--- src/rtl/icu_pkg.sv ---
// Constants, register map and carrier types for the priority interrupt controller
package icu_pkg;

  localparam int unsigned ICU_NSRC    = 11;
  localparam int unsigned ICU_NREG    = 6;
  localparam int unsigned ICU_NLEVEL  = 4;

  // Source index equals position in the polling order
  localparam logic [3:0] ICU_SRC_EXT0    = 4'h0;
  localparam logic [3:0] ICU_SRC_TIMER0  = 4'h1;
  localparam logic [3:0] ICU_SRC_EXT1    = 4'h2;
  localparam logic [3:0] ICU_SRC_TIMER1  = 4'h3;
  localparam logic [3:0] ICU_SRC_CAPTURE = 4'h4;
  localparam logic [3:0] ICU_SRC_SERIAL  = 4'h5;
  localparam logic [3:0] ICU_SRC_TIMER2  = 4'h6;
  localparam logic [3:0] ICU_SRC_CAN     = 4'h7;
  localparam logic [3:0] ICU_SRC_ADC     = 4'h8;
  localparam logic [3:0] ICU_SRC_CANOVF  = 4'h9;
  localparam logic [3:0] ICU_SRC_SPI     = 4'ha;

  // Vector address per source, indexed by polling position
  localparam logic [15:0] ICU_VECTOR [ICU_NSRC] = '{
    16'h0003, 16'h000b, 16'h0013, 16'h001b, 16'h0033, 16'h0023,
    16'h002b, 16'h003b, 16'h0043, 16'h004b, 16'h0053};

  // Register indices; byte address is four times the index
  localparam logic [7:0] ICU_IDX_EN_MAIN   = 8'ha8;
  localparam logic [7:0] ICU_IDX_EN_SECOND = 8'he8;
  localparam logic [7:0] ICU_IDX_PL_MAIN   = 8'hb8;
  localparam logic [7:0] ICU_IDX_PH_MAIN   = 8'hb7;
  localparam logic [7:0] ICU_IDX_PL_SECOND = 8'hf8;
  localparam logic [7:0] ICU_IDX_PH_SECOND = 8'hf7;
  localparam logic [7:0] ICU_IDX_BITOP     = 8'h40;
  localparam logic [7:0] ICU_IDX_STATUS    = 8'h41;
  localparam logic [7:0] ICU_IDX_MASK      = 8'h42;
  localparam logic [7:0] ICU_IDX_STATE     = 8'h43;

  // Register file slots
  localparam logic [2:0] ICU_REG_EN_MAIN   = 3'h0;
  localparam logic [2:0] ICU_REG_EN_SECOND = 3'h1;
  localparam logic [2:0] ICU_REG_PL_MAIN   = 3'h2;
  localparam logic [2:0] ICU_REG_PH_MAIN   = 3'h3;
  localparam logic [2:0] ICU_REG_PL_SECOND = 3'h4;
  localparam logic [2:0] ICU_REG_PH_SECOND = 3'h5;
  localparam logic [2:0] ICU_REG_NONE      = 3'h7;

  localparam logic [7:0] ICU_WMASK [ICU_NREG] = '{8'hff, 8'h0f, 8'h7f, 8'h7f, 8'h0f, 8'h0f};
  localparam logic [7:0] ICU_RESET [ICU_NREG] = '{8'h00, 8'h00, 8'h00, 8'h00, 8'h00, 8'h00};

  localparam int unsigned ICU_GLOBAL_EN_BIT = 7;

  // Bit-operation word layout
  localparam int unsigned ICU_BITOP_BIT_LSB = 0;
  localparam int unsigned ICU_BITOP_SEL_LSB = 3;
  localparam int unsigned ICU_BITOP_VAL_BIT = 8;

  // Event status bits
  localparam int unsigned ICU_EV_TAKEN   = 0;
  localparam int unsigned ICU_EV_RETURN  = 1;
  localparam int unsigned ICU_EV_PREEMPT = 2;
  localparam int unsigned ICU_NEV        = 3;
  localparam logic [ICU_NEV-1:0] ICU_EV_RESET = 3'h0;

  localparam logic [15:0] ICU_VECTOR_RESET = 16'h0000;

  typedef enum logic [1:0] {
    ICU_ST_IDLE  = 2'b00,
    ICU_ST_OFFER = 2'b01
  } icu_state_e;

  typedef struct packed {
    logic        valid;
    logic [1:0]  level;
    logic [15:0] vector;
  } icu_req_s;

  typedef struct packed {
    logic        valid;
    logic [1:0]  level;
    logic [3:0]  index;
  } icu_pick_s;

endpackage

--- src/rtl/icu_sync.sv ---
// Two-stage synchroniser for asynchronous request pins
`timescale 1ns/1ns
`default_nettype none
module icu_sync
  import icu_pkg::*;
#(
  parameter int unsigned WIDTH = 2
) (
  input  wire logic             clk_sys,
  input  wire logic             rst,
  input  wire logic [WIDTH-1:0] async_in,
  output logic      [WIDTH-1:0] sync_out
);

  logic [WIDTH-1:0] meta_reg;
  logic [WIDTH-1:0] sync_reg;

  always_ff @(posedge clk_sys or posedge rst) begin
    if (rst) begin
      meta_reg <= '0;
      sync_reg <= '0;
    end else begin
      meta_reg <= async_in;
      sync_reg <= meta_reg;
    end
  end

  assign sync_out = sync_reg;

endmodule
`default_nettype wire

--- src/rtl/icu_arbiter.sv ---
// Level-then-polling-order arbiter over all sources
`timescale 1ns/1ns
`default_nettype none
module icu_arbiter
  import icu_pkg::*;
(
  input  wire logic [ICU_NSRC-1:0] pending,
  input  wire logic [1:0]          level [ICU_NSRC],
  output icu_pick_s                pick
);

  logic [ICU_NLEVEL-1:0] any_at;
  logic [ICU_NSRC-1:0]   hit;
  logic [1:0]            best;

  always_comb begin
    any_at = '0;
    for (int i = 0; i < ICU_NSRC; i++) begin
      if (pending[i]) begin
        any_at[level[i]] = 1'b1;
      end
    end
  end

  // Highest level with a request wins
  always_comb begin
    best = 2'h0;
    for (int l = 0; l < ICU_NLEVEL; l++) begin
      if (any_at[l]) begin
        best = l[1:0];
      end
    end
  end

  genvar g;
  generate
    for (g = 0; g < ICU_NSRC; g++) begin : g_hit
      assign hit[g] = pending[g] && (level[g] == best);
    end
  endgenerate

  // Earliest polling position among equal levels
  always_comb begin
    pick.valid = |pending;
    pick.level = best;
    pick.index = 4'h0;
    for (int i = ICU_NSRC - 1; i >= 0; i--) begin
      if (hit[i]) begin
        pick.index = i[3:0];
      end
    end
  end

endmodule
`default_nettype wire

--- src/rtl/icu_controller.sv ---
// Priority interrupt controller: enables, priorities, arbitration, vectoring and register slave
//
// Local design decision: the Avalon-MM register port.
`timescale 1ns/1ns
`default_nettype none
// Operation
// - Every source has its own software enable bit.
// - Global enable at bit 7 blocks all requests while clear.
// - High and low bits form level 0 (lowest) to 3 (highest).
// - Higher level preempts a running handler; equal level does not.
// - A level 3 handler is never preempted.
// - Simultaneous requests: the higher level is served first.
// - Equal levels are resolved by a fixed polling order.
// - Order: ext0, timer0, ext1, timer1, capture, serial, timer2, CAN, ADC, overflow, SPI.
// - Each source has its fixed vector address, 0003h through 0053h.
// - CAN, capture and serial requests are the OR of their flags.
// - Main enable holds seven source enables in bits 6..0, resets zero.
// - Second enable holds SPI, overrun, ADC, CAN in bits 3..0, resets zero.
// - The overrun enable gates the CAN timer overflow request.
// - Main low-priority register holds seven low bits in bits 6..0.
// - Main high-priority register holds matching high bits, same positions.
// - Second low-priority register holds SPI, overrun, ADC, CAN low bits.
module icu_controller
  import icu_pkg::*;
(
  input  wire logic        clk_sys,
  input  wire logic        rst,

  input  wire logic [9:0]  avs_address,
  input  wire logic        avs_read,
  input  wire logic        avs_write,
  input  wire logic [31:0] avs_writedata,
  input  wire logic [3:0]  avs_byteenable,
  output logic      [31:0] avs_readdata,
  output logic             avs_waitrequest,

  input  wire logic        external_request_zero,
  input  wire logic        external_request_one,
  input  wire logic        timer0_overflow_flag,
  input  wire logic        timer1_overflow_flag,
  input  wire logic        timer2_overflow_flag,
  input  wire logic        capture_counter_flag,
  input  wire logic [4:0]  capture_module_flag,
  input  wire logic        uart_rx_flag,
  input  wire logic        uart_tx_flag,
  input  wire logic        can_tx_ok,
  input  wire logic        can_rx_ok,
  input  wire logic        can_error,
  input  wire logic        can_buffer_overrun,
  input  wire logic        converter_done_flag,
  input  wire logic        can_timer_overflow_flag,
  input  wire logic        spi_request_flag,

  output icu_req_s         core_req,
  input  wire logic        core_ack,
  input  wire logic        core_return,
  output logic             irq
);

  logic [7:0]          regs_reg [ICU_NREG];

  logic [1:0]          ext_sync;
  logic [ICU_NSRC-1:0] raw_req;
  logic [ICU_NSRC-1:0] src_enable;
  logic [ICU_NSRC-1:0] pending;
  logic [1:0]          level [ICU_NSRC];

  icu_pick_s           pick;
  logic                can_preempt;

  logic [ICU_NLEVEL-1:0] in_service_reg;
  logic [ICU_NLEVEL-1:0] in_service_next;
  logic                any_active;
  logic [1:0]          active_level;

  icu_state_e          state_reg;
  icu_state_e          state_next;
  logic [15:0]         vector_reg;
  logic [1:0]          level_reg;
  logic [3:0]          index_reg;
  logic                taken;

  logic [ICU_NEV-1:0]  status_reg;
  logic [ICU_NEV-1:0]  mask_reg;
  logic [ICU_NEV-1:0]  events;

  logic                acc_done_reg;
  logic [31:0]         readdata_reg;
  logic [7:0]          idx;
  logic [2:0]          sel;
  logic                wr_fire;
  logic [7:0]          rd_value;
  logic                rd_mapped;

  // Pins cross into the core clock
  icu_sync #(
    .WIDTH (2)
  ) u_sync (
    .clk_sys  (clk_sys),
    .rst      (rst),
    .async_in ({external_request_one, external_request_zero}),
    .sync_out (ext_sync)
  );

  // Source requests in polling order
  always_comb begin
    raw_req                  = '0;
    raw_req[ICU_SRC_EXT0]    = ext_sync[0];
    raw_req[ICU_SRC_TIMER0]  = timer0_overflow_flag;
    raw_req[ICU_SRC_EXT1]    = ext_sync[1];
    raw_req[ICU_SRC_TIMER1]  = timer1_overflow_flag;
    raw_req[ICU_SRC_CAPTURE] = capture_counter_flag | (|capture_module_flag);
    raw_req[ICU_SRC_SERIAL]  = uart_rx_flag | uart_tx_flag;
    raw_req[ICU_SRC_TIMER2]  = timer2_overflow_flag;
    raw_req[ICU_SRC_CAN]     = can_tx_ok | can_rx_ok |
      can_error | can_buffer_overrun;
    raw_req[ICU_SRC_ADC]     = converter_done_flag;
    raw_req[ICU_SRC_CANOVF]  = can_timer_overflow_flag;
    raw_req[ICU_SRC_SPI]     = spi_request_flag;
  end

  // Per-source enable and priority bits picked from the registers
  always_comb begin
    src_enable                  = '0;
    src_enable[ICU_SRC_EXT0]    = regs_reg[ICU_REG_EN_MAIN][0];
    src_enable[ICU_SRC_TIMER0]  = regs_reg[ICU_REG_EN_MAIN][1];
    src_enable[ICU_SRC_EXT1]    = regs_reg[ICU_REG_EN_MAIN][2];
    src_enable[ICU_SRC_TIMER1]  = regs_reg[ICU_REG_EN_MAIN][3];
    src_enable[ICU_SRC_SERIAL]  = regs_reg[ICU_REG_EN_MAIN][4];
    src_enable[ICU_SRC_TIMER2]  = regs_reg[ICU_REG_EN_MAIN][5];
    src_enable[ICU_SRC_CAPTURE] = regs_reg[ICU_REG_EN_MAIN][6];
    src_enable[ICU_SRC_CAN]     = regs_reg[ICU_REG_EN_SECOND][0];
    src_enable[ICU_SRC_ADC]     = regs_reg[ICU_REG_EN_SECOND][1];
    src_enable[ICU_SRC_CANOVF]  = regs_reg[ICU_REG_EN_SECOND][2];
    src_enable[ICU_SRC_SPI]     = regs_reg[ICU_REG_EN_SECOND][3];
  end

  // Two-bit level per source
  always_comb begin
    level[ICU_SRC_EXT0]    = {regs_reg[ICU_REG_PH_MAIN][0], regs_reg[ICU_REG_PL_MAIN][0]};
    level[ICU_SRC_TIMER0]  = {regs_reg[ICU_REG_PH_MAIN][1], regs_reg[ICU_REG_PL_MAIN][1]};
    level[ICU_SRC_EXT1]    = {regs_reg[ICU_REG_PH_MAIN][2], regs_reg[ICU_REG_PL_MAIN][2]};
    level[ICU_SRC_TIMER1]  = {regs_reg[ICU_REG_PH_MAIN][3], regs_reg[ICU_REG_PL_MAIN][3]};
    level[ICU_SRC_SERIAL]  = {regs_reg[ICU_REG_PH_MAIN][4], regs_reg[ICU_REG_PL_MAIN][4]};
    level[ICU_SRC_TIMER2]  = {regs_reg[ICU_REG_PH_MAIN][5], regs_reg[ICU_REG_PL_MAIN][5]};
    level[ICU_SRC_CAPTURE] = {regs_reg[ICU_REG_PH_MAIN][6], regs_reg[ICU_REG_PL_MAIN][6]};
    level[ICU_SRC_CAN]     = {regs_reg[ICU_REG_PH_SECOND][0], regs_reg[ICU_REG_PL_SECOND][0]};
    level[ICU_SRC_ADC]     = {regs_reg[ICU_REG_PH_SECOND][1], regs_reg[ICU_REG_PL_SECOND][1]};
    level[ICU_SRC_CANOVF]  = {regs_reg[ICU_REG_PH_SECOND][2], regs_reg[ICU_REG_PL_SECOND][2]};
    level[ICU_SRC_SPI]     = {regs_reg[ICU_REG_PH_SECOND][3], regs_reg[ICU_REG_PL_SECOND][3]};
  end

  // Global enable masks everything
  assign pending = (raw_req & src_enable) &
    {ICU_NSRC{regs_reg[ICU_REG_EN_MAIN][ICU_GLOBAL_EN_BIT]}};

  icu_arbiter u_arbiter (
    .pending (pending),
    .level   (level),
    .pick    (pick)
  );

  // Highest level currently in service
  always_comb begin
    any_active   = |in_service_reg;
    active_level = 2'h0;
    for (int l = 0; l < ICU_NLEVEL; l++) begin
      if (in_service_reg[l]) begin
        active_level = l[1:0];
      end
    end
  end

  // Only a strictly higher level gets through; level 3 therefore never yields
  assign can_preempt = pick.valid &&
    (!any_active || (pick.level > active_level));

  // Core accepts the offer
  assign taken = (state_reg == ICU_ST_OFFER) && core_ack;

  // Offer state machine
  always_comb begin
    state_next = state_reg;
    case (state_reg)
      ICU_ST_IDLE: begin
        if (can_preempt) begin
          state_next = ICU_ST_OFFER;
        end
      end
      ICU_ST_OFFER: begin
        if (taken || !can_preempt) begin
          state_next = ICU_ST_IDLE;
        end
      end
      default: begin
        state_next = ICU_ST_IDLE;
      end
    endcase
  end

  always_ff @(posedge clk_sys or posedge rst) begin
    if (rst) begin
      state_reg <= ICU_ST_IDLE;
    end else begin
      state_reg <= state_next;
    end
  end

  // Offered vector follows the current winner until the core takes it
  always_ff @(posedge clk_sys or posedge rst) begin
    if (rst) begin
      vector_reg <= ICU_VECTOR_RESET;
      level_reg  <= 2'h0;
      index_reg  <= 4'h0;
    end else if (can_preempt && !taken) begin
      vector_reg <= ICU_VECTOR[pick.index];
      level_reg  <= pick.level;
      index_reg  <= pick.index;
    end
  end

  assign core_req.valid  = (state_reg == ICU_ST_OFFER);
  assign core_req.level  = level_reg;
  assign core_req.vector = vector_reg;

  // Return retires the highest active level, then an accept marks its own
  always_comb begin
    in_service_next = in_service_reg;
    if (core_return && any_active) begin
      in_service_next[active_level] = 1'b0;
    end
    if (taken) begin
      in_service_next[level_reg] = 1'b1;
    end
  end

  // In-service levels
  always_ff @(posedge clk_sys or posedge rst) begin
    if (rst) begin
      in_service_reg <= '0;
    end else begin
      in_service_reg <= in_service_next;
    end
  end

  // Sticky events, set wins over write-one-to-clear
  always_comb begin
    events                 = '0;
    events[ICU_EV_TAKEN]   = taken;
    events[ICU_EV_RETURN]  = core_return && any_active;
    events[ICU_EV_PREEMPT] = taken && any_active;
  end

  // Bus decode
  assign idx     = avs_address[9:2];
  assign wr_fire = avs_write && !avs_waitrequest && avs_byteenable[0];

  always_ff @(posedge clk_sys or posedge rst) begin
    if (rst) begin
      status_reg <= ICU_EV_RESET;
    end else if (wr_fire && (idx == ICU_IDX_STATUS)) begin
      status_reg <= (status_reg & ~avs_writedata[ICU_NEV-1:0]) | events;
    end else begin
      status_reg <= status_reg | events;
    end
  end

  // Event mask
  always_ff @(posedge clk_sys or posedge rst) begin
    if (rst) begin
      mask_reg <= ICU_EV_RESET;
    end else if (wr_fire && (idx == ICU_IDX_MASK)) begin
      mask_reg <= avs_writedata[ICU_NEV-1:0];
    end
  end

  assign irq = |(status_reg & mask_reg);

  // Address index to register slot
  always_comb begin
    case (idx)
      ICU_IDX_EN_MAIN:   sel = ICU_REG_EN_MAIN;
      ICU_IDX_EN_SECOND: sel = ICU_REG_EN_SECOND;
      ICU_IDX_PL_MAIN:   sel = ICU_REG_PL_MAIN;
      ICU_IDX_PH_MAIN:   sel = ICU_REG_PH_MAIN;
      ICU_IDX_PL_SECOND: sel = ICU_REG_PL_SECOND;
      ICU_IDX_PH_SECOND: sel = ICU_REG_PH_SECOND;
      default:           sel = ICU_REG_NONE;
    endcase
  end

  // Whole-byte writes and single-bit set or clear; reserved bits never stored
  always_ff @(posedge clk_sys or posedge rst) begin
    if (rst) begin
      for (int r = 0; r < ICU_NREG; r++) begin
        regs_reg[r] <= ICU_RESET[r];
      end
    end else if (wr_fire) begin
      if (sel != ICU_REG_NONE) begin
        regs_reg[sel] <= avs_writedata[7:0] & ICU_WMASK[sel];
      end else if ((idx == ICU_IDX_BITOP) && (avs_writedata[ICU_BITOP_SEL_LSB +: 3] < 3'(ICU_NREG))) begin
        regs_reg[avs_writedata[ICU_BITOP_SEL_LSB +: 3]][avs_writedata[ICU_BITOP_BIT_LSB +: 3]] <=
          avs_writedata[ICU_BITOP_VAL_BIT] &
          ICU_WMASK[avs_writedata[ICU_BITOP_SEL_LSB +: 3]][avs_writedata[ICU_BITOP_BIT_LSB +: 3]];
      end
    end
  end

  // Read mux; reserved bits read zero
  always_comb begin
    rd_value  = 8'h00;
    rd_mapped = 1'b1;
    if (sel != ICU_REG_NONE) begin
      rd_value = regs_reg[sel];
    end else begin
      case (idx)
        ICU_IDX_STATUS: rd_value = {5'h00, status_reg};
        ICU_IDX_MASK:   rd_value = {5'h00, mask_reg};
        ICU_IDX_STATE:  rd_value = {in_service_reg, index_reg};
        ICU_IDX_BITOP:  rd_value = 8'h00;
        default:        rd_mapped = 1'b0;
      endcase
    end
  end

  // One wait cycle per access
  always_ff @(posedge clk_sys or posedge rst) begin
    if (rst) begin
      acc_done_reg <= 1'b0;
      readdata_reg <= 32'h0000_0000;
    end else begin
      acc_done_reg <= (avs_read || avs_write) && !acc_done_reg;
      if (avs_read && !acc_done_reg) begin
        readdata_reg <= rd_mapped ? {24'h00_0000, rd_value} :
          32'h0000_0000;
      end
    end
  end

  assign avs_waitrequest = (avs_read || avs_write) && !acc_done_reg;
  assign avs_readdata    = readdata_reg;

endmodule
`default_nettype wire

--- config.mk ---
export PLATFORM = sky130hd
export DESIGN_NAME = icu_controller
export DESIGN_NICKNAME = d
export VERILOG_FILES = /design/src/rtl/icu_pkg.sv /design/src/rtl/icu_sync.sv /design/src/rtl/icu_arbiter.sv /design/src/rtl/icu_controller.sv
export SDC_FILE = /design/constraint.sdc
export NUM_CORES = 1
export LEC_CHECK = 0
export CORE_MARGIN = 1.5
export CORE_UTILIZATION = 50
export DETAILED_ROUTE_END_ITERATION = 6
export DONT_BUFFER_PORTS = 1
export PLACE_DENSITY = 0.73
export SLEW_MARGIN = 20
export SYNTH_ARGS = -nofsm -noshare
export SYNTH_HDL_FRONTEND = slang
export SYNTH_HIERARCHICAL = 1
export SYNTH_SLANG_ARGS = --single-unit
--- constraint.sdc ---
create_clock -name clk_sys -period 3.94 [get_ports clk_sys]
set_clock_uncertainty 0.1 [all_clocks]
set_input_delay 0.394 -clock clk_sys [delete_from_list [all_inputs] [get_ports clk_sys]]
set_output_delay 0.394 -clock clk_sys [all_outputs]
set_load 0.01 [all_outputs]
After elaboration in Yosys (flattened, before gate mapping):

Memories as Yosys holds them, arrays and structs flattened. A register that Yosys moved wholly into a read port is not among the register bits.
Index checks and enable logic that the tools add are counted.

* bits in registers: 103
* memory bits (read-only): 384
* input port bits: 72
* output and inout port bits: 53
* logic and storage cells: 249
* memories: 3

* order comparisons: 34
* eq/ne operators: 25
* multiplexer cells: 85
* bitwise operators: 30
* reductions and logical operators: 56

Memory list
* (name not given): words 16, width 16, rd ports 1, clocked after memory_dff 1, write ports 0, line icu_controller.sv:216 `vector_reg <= ICU_VECTOR[pick.index];`
* (name not given): words 8, width 8, rd ports 1, clocked after memory_dff 0, write ports 0, line icu_controller.sv:304 `ICU_WMASK[avs_writedata[ICU_BITOP_SEL_LSB +: 3]][avs_writedata[ICU_BITOP_BIT_LSB +: 3]];`
* (name not given): words 8, width 8, rd ports 1, clocked after memory_dff 0, write ports 0, line icu_controller.sv:300 `regs_reg[sel] <= avs_writedata[7:0] & ICU_WMASK[sel];`

Operators by type and width (count)
* 48-bit bitwise mux: 2
* 4-bit two-way mux: 24
* 48-bit two-way mux: 2
* 8-bit two-way mux: 10
* 8-bit demux with 3-bit select: 2
* 8-bit equality test (second input constant): 6
* 4-bit bitwise OR: 11
* 1-bit logical AND: 39
* 2-bit by 3-bit < comparator with 1-bit output (second input constant): 13
* 8-bit by 7-bit equality test with 1-bit output (second input constant): 4
* 1-bit demux with 2-bit select: 13
* 2-bit by 1-bit greater-or-equal comparator with 1-bit output (second input constant): 13
* 8-bit binary-select mux with 3-bit select: 1
* 8-bit one-hot mux with 3 select lines: 1
* 11-bit AND: 2
* 2-bit equality test: 11
* 1-bit two-way mux: 19
* 3-bit one-hot mux with 6 select lines: 1
* 2-bit two-way mux: 6
* 11-bit OR reduction: 1
* 8-bit AND: 1
* 4-bit greater-or-equal comparator (second input constant): 2
* 4-bit by 1-bit < comparator with 1-bit output (second input constant): 2
* 3-bit inverter with 4-bit output: 2
* other kinds (28): 42

Logic depth before layout (Yosys ltp):

Gate-level depths: netlist (run 1).

* word-level depth: 43
* gate-level depth with buffers: 17

Hierarchy:

The synthesis (run 1) kept the hierarchy.

By module, submodules not included
* icu_controller: times used 1, cells each 596, area an instance 5116.2 µm²
* icu_arbiter: times used 1, cells each 118, area an instance 840.8 µm²
* icu_sync: times used 1, cells each 5, area an instance 103.8 µm²

Least setup slack after synthesis (run 1):

Ideal clock, no wire load.

* kind: in2reg
* start point: input capture_module_flag[1]
* end point: register index_reg[0]
* arrival: 3647 ps
* required time: 3715 ps
* setup slack: 68 ps
* stages: 13
* buffers on the path: 1
* cells stage by stage: or4_1 > o311a_1 > nand3b_1 > o2111ai_1 > or3_4 > nor3_4 > inv_2 > ha_1 > nor2b_1 > o21ai_0 > a21oi_1 > clkbuf_1 > mux2_2

RTL lines
* start: declaration: line icu_controller.sv:43 `input wire logic [4:0] capture_module_flag,`
* end signal: assignment: line icu_controller.sv:218 `index_reg <= pick.index;`
* end: declaration: line icu_controller.sv:80 `logic [3:0] index_reg;`

==> summary.md, run 1 <==
| Metric | Value |
|---|---|
| Antenna violations before repair | 0 |
| Share of synthesized cell area in full adder, half adder and majority cells | 0.00619 |
| Netlist area before placement | 6060 um2 |
| Initial DRC Count | 835 |
| Row cnt | 40 |
| Mux cell area share after synthesis | 0.0549 |
| DPL Wire Length | 14300 um |
| Worst setup path class | register to register |
| Synthesis-to-finish area growth | 5.39% |
| Setup repair after global routing missed its margin | false |
| Worst min path class | input port to register |
| Area share of the largest cell type after synthesis | 0.339 |
| Total of flip-flops plus latches after synthesis | 82 |
| Status | finished, violations left |
| Maximum capacitance violations | 0 |
| Failing checks | DRC |
| Area of combinational cells with multiple inputs | 3640 um2 |
| Worst r2r path cells | 13 |
| Parity-gate share of the synthesized area counting xor and xnor cells | 0.0173 |
| Number of global-route vias before repair | 5497 |
| Final worst-path cycle share | 0.947 |
| Cell taking the most area after synthesis | sky130_fd_sc_hd__dfrtp_1 |
| Share of total power in the clock network | 0.463 |
| Post-route total power | 0.00189 W |
| Distinct cell type count of the synthesized netlist | 89 |
| Share of total power in sequential cells | 0.462 |
| Antenna Violating Nets Remaining | 0 |
| Die width | 113 um |
| Ys flop type | sky130_fd_sc_hd__dfrtp_1 |
| Maximum number of pins on one net before global-route repair | 44 |
| Max VDD drop | 293 uV |
| Number of pins exceeding their max-slew limit in the final report | 0 |
| Endpoint class of the critical path | register |
| Wire length of the first global-routing pass | 30500 um |
| Vias per inst | 6.90 |
| Clock transition time at the flip-flop clock pins of the worst setup and hold paths | 70 ps |
| Final Wtd Congestion | 1.02 |
| Power density over the cells | 295 nW/um2 |
| Internal Power | 0.00139 W |
| Port-buffer cells | 0 |
| Final routed wirelength across all metal layers | 19600 um |
| # clock sinks | 82 |
| Leakage power | 2.62 nW |
| Remaining global-route overflow | 0 |
| Number of nets in the layout | 780 |
| Per-instance average area after synthesis | 8.43 um2 |
| Routed len/inst | 22.9 um |
| Source-to-sink clock delay at the later pin of the worst-skew pair | 350 ps |
| Main combinational cell family by area after synthesis | compound AO/OA/AOI/OAI gates |
| Fill cell count | 1093 |
| CTS Root Buffer Type | sky130_fd_sc_hd__clkbuf_16 |
| Die height | 113 um |
| Number of flops mapped to enable cells by yosys | 0 |
| Number of iterations in the first detailed-routing pass | 7 |
| TritonCTS clock tree | yes |
| Initial core utilization | 0.509 |
| Detailed-route via count | 5924 |
| Achievable Freq | 268 MHz |
| Sequential cell area fraction in the yosys report | 0.339 |
| Resized cells post-CTS | 0 |
| Cell depth of the worst hold path | 1 |
| Final number of setup-violating endpoints | 0 |
| Critical path fanouts, max | 13 |
| Worst relative slew slack | 0.389 |
| Signal arrival time at the worst endpoint | 3870 ps |
| Placeable core region | 11900 um2 |
| Setup TNS after final layout | 0 ps |
| CP startpoint kind | register |
| CTS H-tree lvls | 3 |
| Combined global-route utilization of all metal layers | 0.311 |
| Post-CTS setup buffer count | 0 |
| Count of unresolved DRC violations after routing | 3 |
| Number of flip-flops in the largest register | 26 |
| Buffers from clock root to sink, at most | 2 |
| Comb power frac | 0.074 |
| Switch Pwr | 0.000492 W |
| Area used by sequential logic in the layout | 2050 um2 |
| Worst-margin pin slew | 914 ps |
| Fraction of final layout cells sized beyond drive strength 1 | 0.127 |
| Yosys warning count | 6 |
| Data required time at the worst endpoint | 4090 ps |
| Final hold vios | 0 |
| Total Die Area | 12800 um2 |
| Compound-gate portion of the synthesized area | 0.274 |
| Cell count after synthesis | 719 |
| Share of flip-flops with an asynchronous set or reset | 1.00 |
| Synthesized-area fraction occupied by and/or/nand/nor cells | 0.226 |
| Fraction of power spent switching nets | 0.261 |
| Synth area leaders | sky130_fd_sc_hd__dfrtp_1 (34%), sky130_fd_sc_hd__a21oi_1 (5.3%), sky130_fd_sc_hd__buf_4 (4.6%) |
| Top-level I/O count | 125 |
| Hold-fix buffers, CTS | 3 |
| Final worst path period need | 3730 ps |
| CTS buffer count | 9 |
-- layout make-up --
type	instances	share of cell area
inverter	12	0.00725
multi-input combinational	580	0.569
tap	147	0.0288
clock inverter	7	0.0129
antenna	1	0.000392
timing repair buffer	20	0.0247
sequential	82	0.321
clock buffer	9	0.0353
-- routing by layer --
metal / part of all wire / track usage / vias to the layer above
met4: 0.049 / 0.162 / 0
met1: 0.40 / 0.427 / 2792
li1: - / - / 2607
met5: 0 / 0 / -
met2: 0.44 / 0.459 / 432
met3: 0.12 / 0.0734 / 93
-- cells in the mapped netlist, types with 6 or more instances --
| cell type | count |
|---|---|
| sky130_fd_sc_hd__nand2_1 | 64 |
| sky130_fd_sc_hd__nor3_1 | 13 |
| sky130_fd_sc_hd__nand3b_1 | 16 |
| sky130_fd_sc_hd__mux2_2 | 24 |
| sky130_fd_sc_hd__nor2_1 | 59 |
| sky130_fd_sc_hd__o21a_1 | 10 |
| sky130_fd_sc_hd__a21oi_1 | 64 |
| sky130_fd_sc_hd__clkbuf_1 | 30 |
| sky130_fd_sc_hd__inv_1 | 11 |
| sky130_fd_sc_hd__buf_4 | 37 |
| sky130_fd_sc_hd__a32oi_1 | 13 |
| sky130_fd_sc_hd__nand4_1 | 6 |
| sky130_fd_sc_hd__a31oi_1 | 9 |
| sky130_fd_sc_hd__nand3_1 | 23 |
| sky130_fd_sc_hd__and3_1 | 18 |
| sky130_fd_sc_hd__xnor2_1 | 7 |
| sky130_fd_sc_hd__dfrtp_1 | 82 |
| sky130_fd_sc_hd__o31ai_1 | 11 |
| sky130_fd_sc_hd__nor2b_1 | 9 |
| sky130_fd_sc_hd__o21ai_0 | 55 |
| sky130_fd_sc_hd__a22o_1 | 12 |
| sky130_fd_sc_hd__buf_2 | 7 |
-- final timing paths --
| kind | start | to | slack, ps |
|---|---|---|---|
| max | regs_reg[47]$_DFFE_PP0P_ | vector_reg[3]$_DFFE_PP0P_ | 210 |
| min reg2reg | u_sync/meta_reg[1]$_DFF_PP0_ | u_sync/sync_out[1]$_DFF_PP0_ | 250 |
| min in group asynchronous | rst | u_sync/meta_reg[0]$_DFF_PP0_ | 310 |
| max in group asynchronous | rst | status_reg[2]$_DFF_PP0_ | 2250 |
| min | core_return | status_reg[1]$_DFF_PP0_ | 80 |
| max reg2reg | regs_reg[47]$_DFFE_PP0P_ | vector_reg[3]$_DFFE_PP0P_ | 210 |
-- power groups by stage --
stage          clock (W)  combinational (W)  sequential, W
6_report        0.000874           0.000140       0.000872
5_1_grt         0.000921           0.000155       0.000872
4_1_cts         0.000890           0.000138       0.000871
3_5_place_dp           0           0.000135       0.000887
3_3_place_gp           0           0.000132       0.000887
2_1_floorplan          0           0.000146       0.000881
-- critical path, cell delays in order (launching register included) --
cell	delay, ps
sky130_fd_sc_hd__dfrtp_1	690
sky130_fd_sc_hd__and3_1	430
sky130_fd_sc_hd__nand2_1	110
sky130_fd_sc_hd__o221ai_1	310
sky130_fd_sc_hd__nor3_4	70
sky130_fd_sc_hd__buf_4	190
sky130_fd_sc_hd__o211ai_4	280
sky130_fd_sc_hd__xnor2_1	130
sky130_fd_sc_hd__o211a_2	170
sky130_fd_sc_hd__nor4_1	360
sky130_fd_sc_hd__and2_1	240
sky130_fd_sc_hd__mux2i_1	210
sky130_fd_sc_hd__o21ai_0	80
sky130_fd_sc_hd__mux2_2	260
-- cell usage in the layout (no fill, tap or decap), drive strengths merged, types with 6 or more instances in the layout --
cell type / n
inv: 15
nand3: 24
nor4: 6
a21boi: 6
nor3: 16
buf: 17
xnor2: 7
o31ai: 11
clkbuf: 9
o21ai: 57
o21a: 10
nor2: 61
nor2b: 9
and2: 6
or2: 6
a31oi: 9
nand3b: 16
a32oi: 13
a21oi: 64
nand2: 65
nand4: 6
mux2: 26
o22ai: 6
and3: 20
dfrtp: 82
conb: 34
a22o: 12
-- logic make-up after synthesis --
logic type,after synthesis
xor+xnor,12
mux,30
other cells,1
compound gates,242
flops,82
fa+ha+maj,3
buf+inv,90
simple gates,259
-- per-stage QoR --
step	instances	util	hold slack, ps	worst slack [ps]	area, um2
2_1_floorplan	752	-	60.1	68.0	6180
3_3_place_gp	838	0.507	64.7	134	6040
3_5_place_dp	838	0.507	75.7	46.1	6040
4_1_cts	857	0.536	71.7	352	6380
5_1_grt	857	0.536	86.2	39.9	6380
6_report	858	0.536	79.8	211	6390
Power figures use the tool's default switching activity.
==> run 2: changes to the inputs <==
Settings changed: CORE_ASPECT_RATIO set to 0.6.
Clock period 3.94 ns to 3.95 ns, I/O delays scaled along.
==> run 2 against run 1 <==
  * The flow now finishes without violations
  * Final area is 0.43% higher
  * Hold slack worse by 71 ps
  * Routed wire length is 11% higher
  * Combinational power is 4% higher
  * Clock-buffer cell count is 3 higher
  * Worst setup slack better by 84 ps
  * Global-route usage is 3.1 points higher
  * Non-clock buffer count is 4 higher
  * Critical path type unchanged
  * Largest cell class unchanged
==> summary.md, run 2 (synthesis results as in run 1) <==
| Metric | Value |
|---|---|
| Port-buffer cells | 0 (unchanged) |
| Launch instance of the worst register-to-register path | regs_reg[47]$_DFFE_PP0P_ (unchanged) |
| Die height | 88.3 um (was 113 um) |
| Achievable Freq | 274 MHz (was 268 MHz) |
| TritonCTS clock tree | yes (unchanged) |
| Most Frequent Cell on Critical Path | sky130_fd_sc_hd__nand2_1 |
| DPL Wire Length | 16200 um (was 14300 um) |
| Leakage power | 2.63 nW (was 2.62 nW) |
| Routed len/inst | 25.0 um (was 22.9 um) |
| Placeable core region | 11600 um2 (was 11900 um2) |
| Clock transition time at the flip-flop clock pins of the worst setup and hold paths | 60 ps (was 70 ps) |
| Fraction of final layout cells sized beyond drive strength 1 | 0.127 (about the same) |
| Critical path's largest stage delay | 650 ps (was 690 ps) |
| Initial DRC Count | 1015 (was 835) |
| Highest metal layer used by the detailed router | met4 (unchanged) |
| Fill cell count | 1088 (was 1093) |
| Resized cells post-CTS | 0 (unchanged) |
| Worst setup path class | register to register (unchanged) |
| Worst r2r path cells | 16 (was 13) |
| # clock sinks | 82 (unchanged) |
| Data required time at the worst endpoint | 4080 ps (was 4090 ps) |
| Worst min path class | input port to async pin (was input port to register) |
| Number of pins exceeding their max-slew limit in the final report | 0 (unchanged) |
| Power density over the cells | 285 nW/um2 (was 295 nW/um2) |
| Max VDD drop | 177 uV (was 293 uV) |
| CTS buffer count | 9 (unchanged) |
| Placed Cells | 855 (was 838) |
| Wire length of the first global-routing pass | 32800 um (was 30500 um) |
| Layout Utilization | 0.555 (was 0.536) |
| Synthesis-to-finish area growth | 5.84% (was 5.39%) |
| Setup TNS after final layout | 0 ps (unchanged) |
| Number of flip-flops in the largest register | 26 (unchanged) |
| Worst path slowest cell | sky130_fd_sc_hd__dfrtp_1 (unchanged) |
| Number of global-route vias before repair | 5550 (was 5497) |
| Final hold vios | 0 (unchanged) |
| Remaining global-route overflow | 0 (unchanged) |
| CTS Root Buffer Type | sky130_fd_sc_hd__clkbuf_16 (unchanged) |
| Critical path fanouts, max | 13 (unchanged) |
| Maximum number of pins on one net before global-route repair | 53 (was 44) |
| Critical path endpoint | vector_reg[3]$_DFFE_PP0P_ (unchanged) |
| Number of nets in the layout | 784 (was 780) |
| Buffers from clock root to sink, at most | 2 (unchanged) |
| Commonest non-fill, non-tap cell in the layout | sky130_fd_sc_hd__dfrtp_1 (unchanged) |
| Worst relative slew slack | 0.206 (was 0.389) |
| Count of unresolved DRC violations after routing | 0 (was 3) |
| Sequence of cells on the critical path | nand2_1, nor2_1, nand2_1, o221ai_1, or3_4, nor3_4, buf_4, a31o_1, nor4_1, nor3_1, a21oi_1, inv_1, ha_1, nand2_1, o21ai_0, mux2_2 (was and3_1, nand2_1, o221ai_1, nor3_4, buf_4, o211ai_4, xnor2_1, o211a_2, nor4_1, and2_1, mux2i_1, o21ai_0, mux2_2) |
| CTS H-tree lvls | 3 (unchanged) |
| Maximum capacitance violations | 0 (unchanged) |
| Met2 wire length | 8650 um (was 8580 um) |
| Setup repair after global routing missed its margin | false (unchanged) |
| Minimum setup slack among reg-to-reg paths | 290 ps (was 210 ps) |
| Final routed wirelength across all metal layers | 21900 um (was 19600 um) |
| Minimum setup slack after placement | 19.5 ps (was 46.1 ps) |
| Antenna Violating Nets Remaining | 0 (unchanged) |
| Critical path launch point | regs_reg[47]$_DFFE_PP0P_ (unchanged) |
| Routed wire length on met3 | 3420 um (was 2310 um) |
| Most frequent cells in the layout | sky130_fd_sc_hd__dfrtp_1 (82), sky130_fd_sc_hd__nand2_1 (64), sky130_fd_sc_hd__a21oi_1 (64), sky130_fd_sc_hd__nor2_1 (59), sky130_fd_sc_hd__o21ai_0 (55) (unchanged) |
| Worst-margin pin slew | 1180 ps (was 914 ps) |
| Number of iterations in the first detailed-routing pass | 6 (was 7) |
| Total Die Area | 12800 um2 (about the same) |
| Combined global-route utilization of all metal layers | 0.342 (was 0.311) |
| Final number of setup-violating endpoints | 0 (unchanged) |
| Final worst path period need | 3660 ps (was 3730 ps) |
| Detailed-route via count | 6050 (was 5924) |
| Source-to-sink clock delay at the later pin of the worst-skew pair | 350 ps (about the same) |
| Antenna violations before repair | 3 (was 0) |
| Signal arrival time at the worst endpoint | 3790 ps (was 3870 ps) |
| Final Wtd Congestion | 0.973 (was 1.02) |
| Fin cells | 875 (was 858) |
| Top-level I/O count | 125 (unchanged) |
| CP startpoint kind | register (unchanged) |
| Final Worst Setup Slack | 295 ps (was 211 ps) |
| Die width | 145 um (was 113 um) |
| Status | completed (was finished, violations left) |
| Worst hold slack after final layout | 8.68 ps (was 79.8 ps) |
| Vias per inst | 6.91 (was 6.90) |
| Metal-1 WL | 9190 um (was 7800 um) |
| Row cnt | 30 (was 40) |
| Initial core utilization | 0.524 (was 0.509) |
| Endpoint of the most critical register-to-register path | vector_reg[3]$_DFFE_PP0P_ (unchanged) |
| Final worst-path cycle share | 0.925 (was 0.947) |
| Endpoint class of the critical path | register (unchanged) |
run 2: layout make-up:
cell class	instances	area, um2	area share
clock buffer	12	246	0.0384
clock inverter	4	35.0	0.00546
timing repair buffer	24	200	0.0312
inverter	12	46.3	0.00722
multi-input combinational	580	3630	0.566
antenna	1	2.50	0.000390
tap	160	200	0.0312
sequential	82	2050	0.320
run 2: report_power, final:
group	internal, W	total (W)	switching (W)
Sequential	0.000853	0.000870	0.0000166
Clock	0.000450	0.000815	0.000365
Combinational	0.0000378	0.000145	0.000107
Total	0.00134	0.00183	0.000488
run 2: how the worst min path moves through the flow:
stage	slack, ps	cells after the start	end
6_report	9	1	level[16]$_DFFE_PP0P_
5_1_grt	90	1	regs_reg[45]$_DFFE_PP0P_
4_1_cts	40	1	level[10]$_DFFE_PP0P_
3_5_place_dp	70	1	u_sync/meta_reg[0]$_DFF_PP0_
3_3_place_gp	60	1	u_sync/sync_out[0]$_DFF_PP0_
2_1_floorplan	60	1	u_sync/meta_reg[0]$_DFF_PP0_
run 2: repair_timing:
| item | CTS | global route |
|---|---|---|
| buffers inserted | 0 | 0 |
| hold buffers | 3 | 0 |
| endpoints found under the hold margin | 6 | 0 |
run 2: through the flow:
stage / total power, W / instance area (um2)
2_1_floorplan: 0.00102 / 6180
3_3_place_gp: 0.00102 / 6100
3_5_place_dp: 0.00102 / 6100
4_1_cts: 0.00183 / 6410
5_1_grt: 0.00188 / 6410
6_report: 0.00183 / 6410
run 2: routing by layer:
layer  global-route usage  vias to the layer above
met3                0.122                       71
met4                0.127                        0
met2                0.483                      498
li1                     -                     2616
met1                0.482                     2865
met5                    0                        -
run 2: worst max-delay path: cells and delay by family (launching register included):
family          cells  cell delay [ps]
simple gates        8             1280
buf+inv             2              250
fa+ha+maj           1              180
flops               1              650
mux                 1              260
compound gates      4              820
